<file path="src/shared/ssc_regs.svh">
// constants for the system select code control block
`ifndef SSC_REGS_SVH
`define SSC_REGS_SVH
`define SSC_SC_MASK      3'h0
`define SSC_SC_STATUS    3'h1
`define SSC_SC_GLOBAL    3'h2
`define SSC_SC_SAVE      3'h3
`define SSC_SC_CENTRAL   3'h4
`define SSC_SC_PARITY    3'h5
`define SSC_SC_TBG       3'h6
`define SSC_SC_PROTECT   3'h7
`define SSC_OFS_STATE    8'h00
`define SSC_OFS_PERR     8'h04
`define SSC_OFS_VIOL     8'h08
`define SSC_OFS_BOOTPTR  8'h0c
`define SSC_OFS_GLOBAL   8'h10
`define SSC_RST_WORD     16'h0000
`define SSC_RST_PERR     24'h000000
`define SSC_TBG_PERIOD_NS 10000000
`define SSC_CLK_PERIOD_NS 20
`define SSC_RESP_OKAY    2'h0
`define SSC_RESP_SLVERR  2'h2
`endif

</file>
<file path="src/shared/ssc_pkg.sv">
// types for the system select code control block
package ssc_pkg;
  typedef enum logic [3:0] {
    SSC_OP_NONE    = 4'h0,
    SSC_OP_SETFLAG = 4'h1,
    SSC_OP_CLRFLAG = 4'h2,
    SSC_OP_SKIPSET = 4'h3,
    SSC_OP_SKIPCLR = 4'h4,
    SSC_OP_MERGE   = 4'h5,
    SSC_OP_LOAD    = 4'h6,
    SSC_OP_OUTPUT  = 4'h7,
    SSC_OP_SETCTL  = 4'h8,
    SSC_OP_CLRCTL  = 4'h9
  } ssc_op_type;
endpackage

</file>
<file path="src/rtl/ssc_ctrl.sv">
// system select code control: instruction port plus register slave
//
// The AXI4-Lite register port and the address map are this design's own decisions.
`include "ssc_regs.svh"
`timescale 1ns/1ps
`default_nettype none
module ssc_ctrl
  import ssc_pkg::*;
#(
  parameter int TbgTicks = `SSC_TBG_PERIOD_NS / `SSC_CLK_PERIOD_NS
) (
  // clock, reset, enable
  input  wire logic        core_clk,
  input  wire logic        rst,
  input  wire logic        clkEn,
  // instruction port
  input  wire logic        ioValid,
  input  wire ssc_op_type  ioOp,
  input  wire logic [5:0]  ioSelCode,
  input  wire logic        ioClearMod,
  input  wire logic [15:0] ioAccIn,
  output logic             ioDone,
  output logic             ioSkip,
  output logic             ioAccWr,
  output logic [15:0]      ioAccOut,
  // machine sense
  input  wire logic        powerFail,
  // control outputs
  output logic             sysResetReq,
  output logic             class2IntEn,
  output logic             class3IntEn,
  output logic             parityIntEn,
  output logic             parityEven,
  output logic             tbgRun,
  output logic             tbgFlag,
  output logic             memProtectOn,
  output logic             globalRegDis,
  output logic [15:0]      globalReg,
  output logic [2:0]       diagMode,
  output logic             overflow,
  output logic [15:0]      intMaskReg,
  output logic [15:0]      procStatusReg,
  output logic [15:0]      centralIntReg,
  // axi4-lite slave
  input  wire logic [7:0]  s_axi_awaddr,
  input  wire logic        s_axi_awvalid,
  output logic             s_axi_awready,
  input  wire logic [31:0] s_axi_wdata,
  input  wire logic [3:0]  s_axi_wstrb,
  input  wire logic        s_axi_wvalid,
  output logic             s_axi_wready,
  output logic [1:0]       s_axi_bresp,
  output logic             s_axi_bvalid,
  input  wire logic        s_axi_bready,
  input  wire logic [7:0]  s_axi_araddr,
  input  wire logic        s_axi_arvalid,
  output logic             s_axi_arready,
  output logic [31:0]      s_axi_rdata,
  output logic [1:0]       s_axi_rresp,
  output logic             s_axi_rvalid,
  input  wire logic        s_axi_rready
);

  logic [15:0] saveAddr_q;
  logic [15:0] bootPtr_q;
  logic [23:0] parityErr_q;
  logic [15:0] violation_q;
  logic [31:0] tbgCount_q;
  logic        tbgTick;
  logic [7:0]  awAddr_q;
  logic [31:0] wData_q;
  logic [3:0]  wStrb_q;
  logic        awHave_q;
  logic        wHave_q;
  logic        axiWr;
  logic        ins;
  logic        sc0;
  logic        sc1;
  logic        sc2;
  logic        sc3;
  logic        sc4;
  logic        sc5;
  logic        sc6;
  logic        sc7;
  logic        skipNow;
  logic        loadNow;
  logic [15:0] loadVal;
  logic [31:0] readVal;
  logic        readHit;

  function automatic logic [31:0] mergeLanes(input logic [31:0] oldV,
                                             input logic [31:0] newV,
                                             input logic [3:0]  strb);
    logic [31:0] res;
    res = oldV;
    for (int i = 0; i < 4; i++) begin
      if (strb[i]) begin
        res[8*i +: 8] = newV[8*i +: 8];
      end
    end
    return res;
  endfunction

  // instruction decode, only codes 0..7 belong here
  assign ins = ioValid && (ioSelCode[5:3] == 3'h0);
  assign sc0 = ins && (ioSelCode[2:0] == `SSC_SC_MASK);
  assign sc1 = ins && (ioSelCode[2:0] == `SSC_SC_STATUS);
  assign sc2 = ins && (ioSelCode[2:0] == `SSC_SC_GLOBAL);
  assign sc3 = ins && (ioSelCode[2:0] == `SSC_SC_SAVE);
  assign sc4 = ins && (ioSelCode[2:0] == `SSC_SC_CENTRAL);
  assign sc5 = ins && (ioSelCode[2:0] == `SSC_SC_PARITY);
  assign sc6 = ins && (ioSelCode[2:0] == `SSC_SC_TBG);
  assign sc7 = ins && (ioSelCode[2:0] == `SSC_SC_PROTECT);

  // skip and load results from state before this instruction
  always_comb begin
    skipNow = 1'b0;
    loadNow = 1'b0;
    loadVal = 16'h0000;
    case (ioOp)
      SSC_OP_SKIPSET: begin
        if (sc0) skipNow = class3IntEn;
        if (sc1) skipNow = overflow;
        if (sc2) skipNow = globalRegDis;
        if (sc4) skipNow = !powerFail;
        if (sc5) skipNow = parityEven;
        if (sc6) skipNow = tbgFlag;
      end
      SSC_OP_SKIPCLR: begin
        if (sc0) skipNow = !class3IntEn;
        if (sc1) skipNow = !overflow;
        if (sc2) skipNow = !globalRegDis;
        if (sc4) skipNow = powerFail;
        if (sc5) skipNow = !parityEven;
        if (sc6) skipNow = !tbgFlag;
      end
      SSC_OP_MERGE: begin
        if (sc1) begin
          loadNow = 1'b1;
          loadVal = ioAccIn | procStatusReg;
        end
      end
      SSC_OP_LOAD: begin
        loadNow = sc0 || sc1 || sc2 || sc3 || sc4 || sc5 || sc7;
        if (sc0) loadVal = intMaskReg;
        if (sc1) loadVal = procStatusReg;
        if (sc2) loadVal = globalReg;
        if (sc3) loadVal = ioClearMod ? bootPtr_q : saveAddr_q;
        if (sc4) loadVal = centralIntReg;
        if (sc5) begin
          loadVal = ioClearMod ? {8'h00, parityErr_q[23:16]}
                               : parityErr_q[15:0];
        end
        if (sc7) loadVal = violation_q;
      end
      default: begin
        loadNow = 1'b0;
      end
    endcase
  end

  // answer to the execution unit, one cycle after the request
  always_ff @(posedge core_clk) begin
    if (rst) begin
      ioDone   <= 1'b0;
      ioSkip   <= 1'b0;
      ioAccWr  <= 1'b0;
      ioAccOut <= `SSC_RST_WORD;
    end else if (clkEn) begin
      ioDone  <= ins;
      ioSkip  <= skipNow;
      ioAccWr <= loadNow;
      if (loadNow) ioAccOut <= loadVal;
    end
  end

  always_ff @(posedge core_clk) begin
    if (rst) begin
      sysResetReq <= 1'b0;
    end else if (clkEn) begin
      sysResetReq <= sc0 && (ioOp == SSC_OP_CLRCTL);
    end
  end

  // interrupt class enables
  always_ff @(posedge core_clk) begin
    if (rst) begin
      class2IntEn <= 1'b0;
      class3IntEn <= 1'b0;
    end else if (clkEn) begin
      if (sc4 && ioOp == SSC_OP_SETCTL) begin
        class2IntEn <= 1'b1;
        class3IntEn <= 1'b1;
      end
      if (sc4 && ioOp == SSC_OP_CLRCTL) begin
        class2IntEn <= 1'b0;
        class3IntEn <= 1'b0;
      end
      if (sc0 && ioOp == SSC_OP_SETFLAG) class3IntEn <= 1'b1;
      if (sc0 && ioOp == SSC_OP_CLRFLAG) class3IntEn <= 1'b0;
    end
  end

  // parity controls
  always_ff @(posedge core_clk) begin
    if (rst) begin
      parityIntEn <= 1'b0;
      parityEven  <= 1'b0;
    end else if (clkEn) begin
      if (sc5 && ioOp == SSC_OP_SETCTL) parityIntEn <= 1'b1;
      if (sc5 && ioOp == SSC_OP_CLRCTL) parityIntEn <= 1'b0;
      if (sc5 && ioOp == SSC_OP_SETFLAG) parityEven <= 1'b1;
      if (sc5 && ioOp == SSC_OP_CLRFLAG) parityEven <= 1'b0;
    end
  end

  // time base generator
  assign tbgTick = tbgRun && (tbgCount_q == 32'(TbgTicks - 1));

  always_ff @(posedge core_clk) begin
    if (rst) begin
      tbgRun     <= 1'b0;
      tbgCount_q <= 32'h00000000;
    end else if (clkEn) begin
      if (sc6 && ioOp == SSC_OP_SETCTL) tbgRun <= 1'b1;
      if (sc6 && ioOp == SSC_OP_CLRCTL) tbgRun <= 1'b0;
      if (!tbgRun || tbgTick) begin
        tbgCount_q <= 32'h00000000;
      end else begin
        tbgCount_q <= tbgCount_q + 32'h00000001;
      end
    end
  end

  // tick wins over a clear in the same cycle
  always_ff @(posedge core_clk) begin
    if (rst) begin
      tbgFlag <= 1'b0;
    end else if (clkEn) begin
      if (tbgTick || (sc6 && ioOp == SSC_OP_SETFLAG)) begin
        tbgFlag <= 1'b1;
      end else if (sc6 && ioOp == SSC_OP_CLRFLAG) begin
        tbgFlag <= 1'b0;
      end
    end
  end

  // memory protect: only switched on here
  always_ff @(posedge core_clk) begin
    if (rst) begin
      memProtectOn <= 1'b0;
    end else if (clkEn) begin
      if (sc7 && ioOp == SSC_OP_SETCTL) memProtectOn <= 1'b1;
    end
  end

  // global register and diagnose modes
  always_ff @(posedge core_clk) begin
    if (rst) begin
      globalRegDis <= 1'b0;
      globalReg    <= `SSC_RST_WORD;
      diagMode     <= 3'h0;
    end else if (clkEn) begin
      if (sc2 && ioOp == SSC_OP_SETFLAG) globalRegDis <= 1'b1;
      if (sc2 && ioOp == SSC_OP_CLRFLAG) globalRegDis <= 1'b0;
      if (sc2 && ioOp == SSC_OP_OUTPUT) begin
        globalReg <= ioAccIn;
        if (ioAccIn[15:3] == 13'h0000) begin
          diagMode <= ioAccIn[2:0];
        end else begin
          diagMode <= 3'h0;
        end
      end
    end
  end

  // overflow bit
  always_ff @(posedge core_clk) begin
    if (rst) begin
      overflow <= 1'b0;
    end else if (clkEn) begin
      if (sc1 && ioOp == SSC_OP_SETFLAG) overflow <= 1'b1;
      if (sc1 && ioOp == SSC_OP_CLRFLAG) overflow <= 1'b0;
    end
  end

  // word registers written by output instructions
  always_ff @(posedge core_clk) begin
    if (rst) begin
      intMaskReg    <= `SSC_RST_WORD;
      procStatusReg <= `SSC_RST_WORD;
      centralIntReg <= `SSC_RST_WORD;
      saveAddr_q    <= `SSC_RST_WORD;
    end else if (clkEn) begin
      if (sc0 && ioOp == SSC_OP_OUTPUT) intMaskReg <= ioAccIn;
      if (sc1 && ioOp == SSC_OP_OUTPUT) procStatusReg <= ioAccIn;
      if (sc4 && ioOp == SSC_OP_OUTPUT) centralIntReg <= ioAccIn;
      if (sc3 && ioOp == SSC_OP_OUTPUT && !ioClearMod) begin
        saveAddr_q <= ioAccIn;
      end
    end
  end

  // registers shared with the bus; the instruction wins a collision
  always_ff @(posedge core_clk) begin
    if (rst) begin
      bootPtr_q <= `SSC_RST_WORD;
    end else if (clkEn) begin
      if (sc3 && ioOp == SSC_OP_OUTPUT && ioClearMod) begin
        bootPtr_q <= ioAccIn;
      end else if (axiWr && awAddr_q == `SSC_OFS_BOOTPTR) begin
        bootPtr_q <= 16'(mergeLanes({16'h0000, bootPtr_q}, wData_q, wStrb_q));
      end
    end
  end

  always_ff @(posedge core_clk) begin
    if (rst) begin
      parityErr_q <= `SSC_RST_PERR;
      violation_q <= `SSC_RST_WORD;
    end else if (clkEn) begin
      if (axiWr && awAddr_q == `SSC_OFS_PERR) begin
        parityErr_q <= 24'(mergeLanes({8'h00, parityErr_q}, wData_q, wStrb_q));
      end
      if (axiWr && awAddr_q == `SSC_OFS_VIOL) begin
        violation_q <= 16'(mergeLanes({16'h0000, violation_q}, wData_q, wStrb_q));
      end
    end
  end

  // axi4-lite write channel
  assign axiWr = awHave_q && wHave_q && !s_axi_bvalid;

  always_ff @(posedge core_clk) begin
    if (rst) begin
      s_axi_awready <= 1'b1;
      s_axi_wready  <= 1'b1;
      awHave_q      <= 1'b0;
      wHave_q       <= 1'b0;
      awAddr_q      <= 8'h00;
      wData_q       <= 32'h00000000;
      wStrb_q       <= 4'h0;
      s_axi_bvalid  <= 1'b0;
      s_axi_bresp   <= `SSC_RESP_OKAY;
    end else if (clkEn) begin
      if (s_axi_awvalid && s_axi_awready) begin
        awAddr_q      <= {s_axi_awaddr[7:2], 2'b00};
        awHave_q      <= 1'b1;
        s_axi_awready <= 1'b0;
      end
      if (s_axi_wvalid && s_axi_wready) begin
        wData_q      <= s_axi_wdata;
        wStrb_q      <= s_axi_wstrb;
        wHave_q      <= 1'b1;
        s_axi_wready <= 1'b0;
      end
      if (axiWr) begin
        awHave_q     <= 1'b0;
        wHave_q      <= 1'b0;
        s_axi_bvalid <= 1'b1;
        if (awAddr_q == `SSC_OFS_PERR || awAddr_q == `SSC_OFS_VIOL ||
            awAddr_q == `SSC_OFS_BOOTPTR) begin
          s_axi_bresp <= `SSC_RESP_OKAY;
        end else begin
          s_axi_bresp <= `SSC_RESP_SLVERR;
        end
      end
      if (s_axi_bvalid && s_axi_bready) begin
        s_axi_bvalid  <= 1'b0;
        s_axi_awready <= 1'b1;
        s_axi_wready  <= 1'b1;
      end
    end
  end

  // axi4-lite read decode
  always_comb begin
    readVal = 32'h00000000;
    readHit = 1'b1;
    case ({s_axi_araddr[7:2], 2'b00})
      `SSC_OFS_STATE: begin
        readVal = {19'h00000, diagMode, overflow, powerFail, tbgRun, tbgFlag,
                   parityEven, parityIntEn, memProtectOn, globalRegDis,
                   class3IntEn, class2IntEn};
      end
      `SSC_OFS_PERR:    readVal = {8'h00, parityErr_q};
      `SSC_OFS_VIOL:    readVal = {16'h0000, violation_q};
      `SSC_OFS_BOOTPTR: readVal = {16'h0000, bootPtr_q};
      `SSC_OFS_GLOBAL:  readVal = {16'h0000, globalReg};
      default:          readHit = 1'b0;
    endcase
  end

  always_ff @(posedge core_clk) begin
    if (rst) begin
      s_axi_arready <= 1'b1;
      s_axi_rvalid  <= 1'b0;
      s_axi_rdata   <= 32'h00000000;
      s_axi_rresp   <= `SSC_RESP_OKAY;
    end else if (clkEn) begin
      if (s_axi_arvalid && s_axi_arready) begin
        s_axi_arready <= 1'b0;
        s_axi_rvalid  <= 1'b1;
        s_axi_rdata   <= readVal;
        s_axi_rresp   <= readHit ? `SSC_RESP_OKAY : `SSC_RESP_SLVERR;
      end else if (s_axi_rvalid && s_axi_rready) begin
        s_axi_rvalid  <= 1'b0;
        s_axi_arready <= 1'b1;
      end
    end
  end

endmodule
`default_nettype wire

</file>
<file path="config.mk">
export PLATFORM = sky130hd
export DESIGN_NAME = ssc_ctrl
export DESIGN_NICKNAME = d
export VERILOG_FILES = /design/src/shared/ssc_pkg.sv /design/src/rtl/ssc_ctrl.sv
export VERILOG_INCLUDE_DIRS = /design/src /design/src/shared
export SDC_FILE = /design/constraint.sdc
export NUM_CORES = 1
export LEC_CHECK = 0
export ABC_AREA = 0
export BUFFER_PORTS_ARGS = -buffer_cell sky130_fd_sc_hd__clkbuf_2
export CAP_MARGIN = 20
export CORE_AREA = 3 3 122 212
export DETAILED_ROUTE_END_ITERATION = 6
export DIE_AREA = 0 0 125 215
export PLACE_DENSITY = 0.7
export SLEW_MARGIN = 15
export SYNTH_ARGS = -nofsm -noshare
export SYNTH_HDL_FRONTEND = slang
export SYNTH_SLANG_ARGS = --single-unit
</file>
<file path="constraint.sdc">
create_clock -name core_clk -period 2.2 [get_ports core_clk]
set_clock_uncertainty 0.1 [all_clocks]
set_input_delay 0.22 -clock core_clk [delete_from_list [all_inputs] [get_ports core_clk]]
set_output_delay 0.22 -clock core_clk [all_outputs]
set_load 0.05 [all_outputs]
</file>
# After elaboration in Yosys (flattened, before gate mapping)
# Cells that the tools add are included.
word_totals:
  regBits: 276
  output_inout_bits: 137
  wordCells: 251
  in_bits: 89
classes:
  n_reduce_logical: 118
  eq_ne: 24
  n_bitwise: 1
  n_mux: 66
  addsub: 1
op_table:
  columns: ["operator", "n"]
  rows:
  - ["$mux W16", 12]
  - ["$pmux W24 S5", 1]
  - ["$reduce_and A2 Y1", 25]
  - ["$logic_and A1 B1 Y1", 45]
  - ["$mux W1", 44]
  - ["$add A32 B1 Y32 const B", 1]
  - ["$eq A32 B19 Y1 const B", 1]
  - ["$mux W32", 1]
  - ["$pmux W16 S2", 1]
  - ["$reduce_bool A2 Y1", 16]
  - ["$eq A6 B2 Y1 const B", 4]
  - ["$reduce_and A3 Y1", 7]
  - ["$eq A4 B3 Y1 const B", 4]
  - ["$mux W8", 2]
  - ["$or A16 B16 Y16", 1]
  - ["$logic_not A13 Y1", 1]
  - ["$eq A3 B3 Y1 const B", 4]
  - ["$eq A6 B1 Y1 const B", 2]
  - ["$logic_or A1 B1 Y1", 10]
  - ["$logic_not A1 Y1", 9]
  - ["$eq A4 B2 Y1 const B", 2]
  - ["$eq A4 B4 Y1 const B", 2]
  - ["$eq A3 B2 Y1 const B", 2]
  - ["$eq A6 B3 Y1 const B", 1]
  - ["other kinds (9)", 12]

# Depth between registers and ports, before layout
depth:
  ltp_word: 11
  ltp_mapped: 8
  depth_no_buf: 6

# Least setup slack after synthesis
# No wires, ideal clock.
synth_path:
  path_type: "input-to-reg"
  startpoint: "in ioSelCode[4]"
  endpoint: "reg bootPtr_q[7]"
  t_arrival_ns: 1.858
  setup_slack_ns: 0.157
  stages: 7
  required_ns: 2.014
  path_cell_list: "or4b_1 buf_4 nor3_2 nand3_2 buf_6 mux2i_1 a211oi_1"
synth_via:
  elab_chain_cells: 7
synth_rtl:
  columns: ["item", "line", "source"]
  rows:
  - ["start: declaration", "ssc_ctrl.sv:19", "input wire logic [5:0] ioSelCode,"]
  - ["$logic_not A3 Y1 (*)", "ssc_ctrl.sv:105", "assign ins = ioValid && (ioSelCode[5:3] == 3'h0);"]
  - ["$logic_and A1 B1 Y1 (*)", "ssc_ctrl.sv:105", null]
  - ["$logic_and A1 B1 Y1 (*)", "ssc_ctrl.sv:109", "assign sc3 = ins && (ioSelCode[2:0] == `SSC_SC_SAVE);"]
  - ["$logic_and A1 B1 Y1 (*) (2 in series)", "ssc_ctrl.sv:309", "if (sc3 && ioOp == SSC_OP_OUTPUT && ioClearMod) begin"]
  - ["$reduce_bool A2 Y1 (no line)", null, null]
  - ["$reduce_and A3 Y1 (no line)", null, null]
  - ["end signal: assignment", "ssc_ctrl.sv:307", "bootPtr_q <= `SSC_RST_WORD;"]
  - ["end signal: assignment", "ssc_ctrl.sv:310", "bootPtr_q <= ioAccIn;"]
  - ["end signal: assignment", "ssc_ctrl.sv:312", "bootPtr_q <= 16'(mergeLanes({16'h0000, bootPtr_q}, wData_q, wStrb_q));"]
  - ["end: declaration", "ssc_ctrl.sv:65", "logic [15:0] bootPtr_q;"]
# Every way passes the cells marked *; elsewhere a longest branch is shown, timed or not.
# A chain may end at the register's enable or synchronous reset.

# Worst setup path in the final report
layout_path:
  startpoint: "reg awAddr_q[7]"
  endpoint: "reg bootPtr_q[12]"
layout_via:
  elab_chain_cells: 4
layout_rtl:
  columns: ["item", "line", "source"]
  rows:
  - ["start: declaration", "ssc_ctrl.sv:70", "logic [7:0] awAddr_q;"]
  - ["start signal: assignment", "ssc_ctrl.sv:347", "awAddr_q <= {s_axi_awaddr[7:2], 2'b00};"]
  - ["$eq A6 B2 Y1 (no line)", null, null]
  - ["$logic_and A1 B1 Y1 (no line)", null, null]
  - ["$reduce_bool A2 Y1 (no line)", null, null]
  - ["$reduce_and A3 Y1 (no line)", null, null]
# Every way passes these cells.

==> metrics.txt <==
f_max 0.4748 GHz; design area 15,340 um^2; run status finished, final reports clean; drt via density 5.769; WL final 41.48 mm; hold_sp ioAccIn[11]; die area 26,880 um^2; DP Wirelength 30.72 mm; global placer's final weighted congestion 0.9558; TritonRoute pass-1 iters 5; Most used DFF post-synth dfxtp_1; metal1 wirelength 16.22 mm; register area share after synthesis 43.39%; routed vias 12.04k; Power per Cell Area 678.7 nW/um^2; Post-Route Utilization 63.35%; Clk Tree Root Cell clkbuf_16; Cell variety after synth 75; Mapped Cells 1,510; worst hold path type in -> reg; reg2reg setup slack 90 ps; setup bufs post-CTS 0; Setup crit start kind flop; DP Cell Count 1,987; cell area after synthesis 12,270 um^2; clock sinks 266; IO Pins 226; Starting Density 50.69%; Avg Inst Size Synth 8.127 um^2; commonest non-fill, non-tap cells in the layout nand2_1, dfxtp_1, clkbuf_2; Max Slew Vio Count 0; met2 wire length 20.96 mm; share of cells above drive strength 1 20.42%; DRT antenna net count 0; max incr delay on CP 560 ps; largest area contributor in the netlist dfxtp_1; delay-heaviest family, CP simple AND/OR/NAND/NOR gates; CTS tree yes; grt total ovfl 0; number of port buffers 202; r2r endpoint bootPtr_q[12]; Inserted Diodes 0; most common cell after layout, fill and taps aside nand2_1; register bit total from synthesis 266; fin crit share 95.74%; FF-to-FF path depth 6; Crit Reg-Reg Startpoint awAddr_q[7]; pre-CTS WS 27.22 ps; Rel. slew slack 66.09%; Core ar. 24,210 um^2; max cap viols 0; placed cell area 13,920 um^2; Crit Path Max Fanout 16; number of enable flip-flop cells after synthesis 0; DRT iter0 DRCs 949; Worst path slowest cell or4_4; initial antenna violation count 0; CTS buffer count 26; drc violations 0; Min-Delay Path Depth 4; Ys Warns 0; Fin Hold WS 28.74 ps; H-tree Lvls 1; crit path buf inv count 1; Critical Path RT 2550 ps; Crit Path Category reg -> reg; FFs w/ async S/R, synth 0%; share of the synthesized area in the top cell type 43.39%; Avg WL per Cell 19.88 um; first-pass GRT wire length 64.78 mm; Finish-stage setup viols 0; synth top area cells dfxtp_1, nand2_1, a21oi_1; crit-path cells or4_4 > or3_4 > a21oi_4 > buf_12 > nor2_1 > a211oi_1; global router's overall resource usage 29.70%; met3 wire length 2.421 mm; Clock Tree Buf Depth 3; Hold Vio Cnt, Final 0; worst vdd ir 687.5 uV; clock slew at reported path FFs 70 ps; Area growth syn-to-layout 24.98%; Period minus WS final 2106 ps; Rows 75; hold path endpoint globalReg[11]; post-route setup TNS 0 ps; Worst Max-Slew Pin Slew 504.0 ps; total power 10.41 mW; vias in the first global route 11.67k; Top Layer Used met4; WP depth 6; Setup crit end kind flop; Clock Latency Late Sink 550 ps; Data arrival, critical path 2460 ps; largest net degree at the start of global routing 67; final non-filler cell total 2,086; height of the die 215 um; Final Net Count 1,850; Leak Pwr 5.888 nW; min setup slack post-route 93.77 ps; Die W 125 um
==> synthesized netlist by cell type, types with 14 or more instances <==
master	n
a211oi_1	32
a21oi_1	163
a222oi_1	16
a22oi_1	17
a311oi_1	27
buf_2	29
buf_4	14
clkbuf_1	77
dfxtp_1	266
inv_1	20
mux2i_1	75
nand2_1	306
nand3_1	58
nand4_1	15
nor2_1	152
nor3_1	16
o21ai_0	32
xnor2_1	15
xor2_1	15
==> flip-flops by register name, indices dropped and copies added (netlist names), 6 cells and up <==
name,flops
tbgCount_q,32
parityErr_q,24
s_axi_rdata,24
wData_q,24
bootPtr_q,16
centralIntReg,16
globalReg,16
intMaskReg,16
ioAccOut,16
procStatusReg,16
saveAddr_q,16
violation_q,16
awAddr_q,6
==> what timing repair did <==
action                     4_1_cts  5_1_grt
setup endpoints to repair        0       21
hold endpoints to repair       106        0
hold buffers                    53        0
gates resized for setup          0        4
==> kinds of logic after synthesis <==
| family | share of synthesized area, % |
|---|---|
| other cells | 0.03056 |
| fa+ha+maj | 0.1019 |
| compound gates | 18.77 |
| buf+inv | 5.730 |
| flops | 43.39 |
| simple gates | 23.35 |
| mux | 6.484 |
| xor+xnor | 2.141 |
==> worst min-delay path, cell delays in order <==
cell and delay, ps:
clkbuf_2 110, buf_4 180, nand2_1 60, a21oi_1 50
==> how the worst max path moves through the flow <==
stage	from	to
final	awAddr_q[7]	bootPtr_q[12]
after global routing	tbgCount_q[0]	tbgCount_q[9]
after CTS	awAddr_q[7]	parityErr_q[19]
after detailed placement	ioSelCode[4]	ioAccOut[2]
after global placement	ioSelCode[4]	ioAccOut[2]
after floorplan	ioSelCode[4]	bootPtr_q[7]
==> area by class of cell <==
cell class / instances / area, um^2
Fill cell: 2135 / 8874
Multi-Input combinational cell: 1100 / 6295
Sequential cell: 266 / 5325
Timing Repair Buffer: 346 / 2385
Clock buffer: 33 / 708.2
Tap cell: 308 / 385.4
Clock inverter: 13 / 163.9
Inverter: 20 / 75.07
==> layer usage <==
layer	global-route usage (%)	vias up
met5	0	-
met4	12.30	0
met3	3.702	92
met2	53.00	449
met1	35.86	5689
li1	-	5805
==> power by group <==
group / total [mW] / internal [mW] / switching (mW)
registers: 4.92 / 4.87 / 0.0486
clock network: 4.62 / 2.65 / 1.98
logic: 0.869 / 0.306 / 0.563
total: 10.4 / 7.82 / 2.59
(Power assumes the default switching activity.)
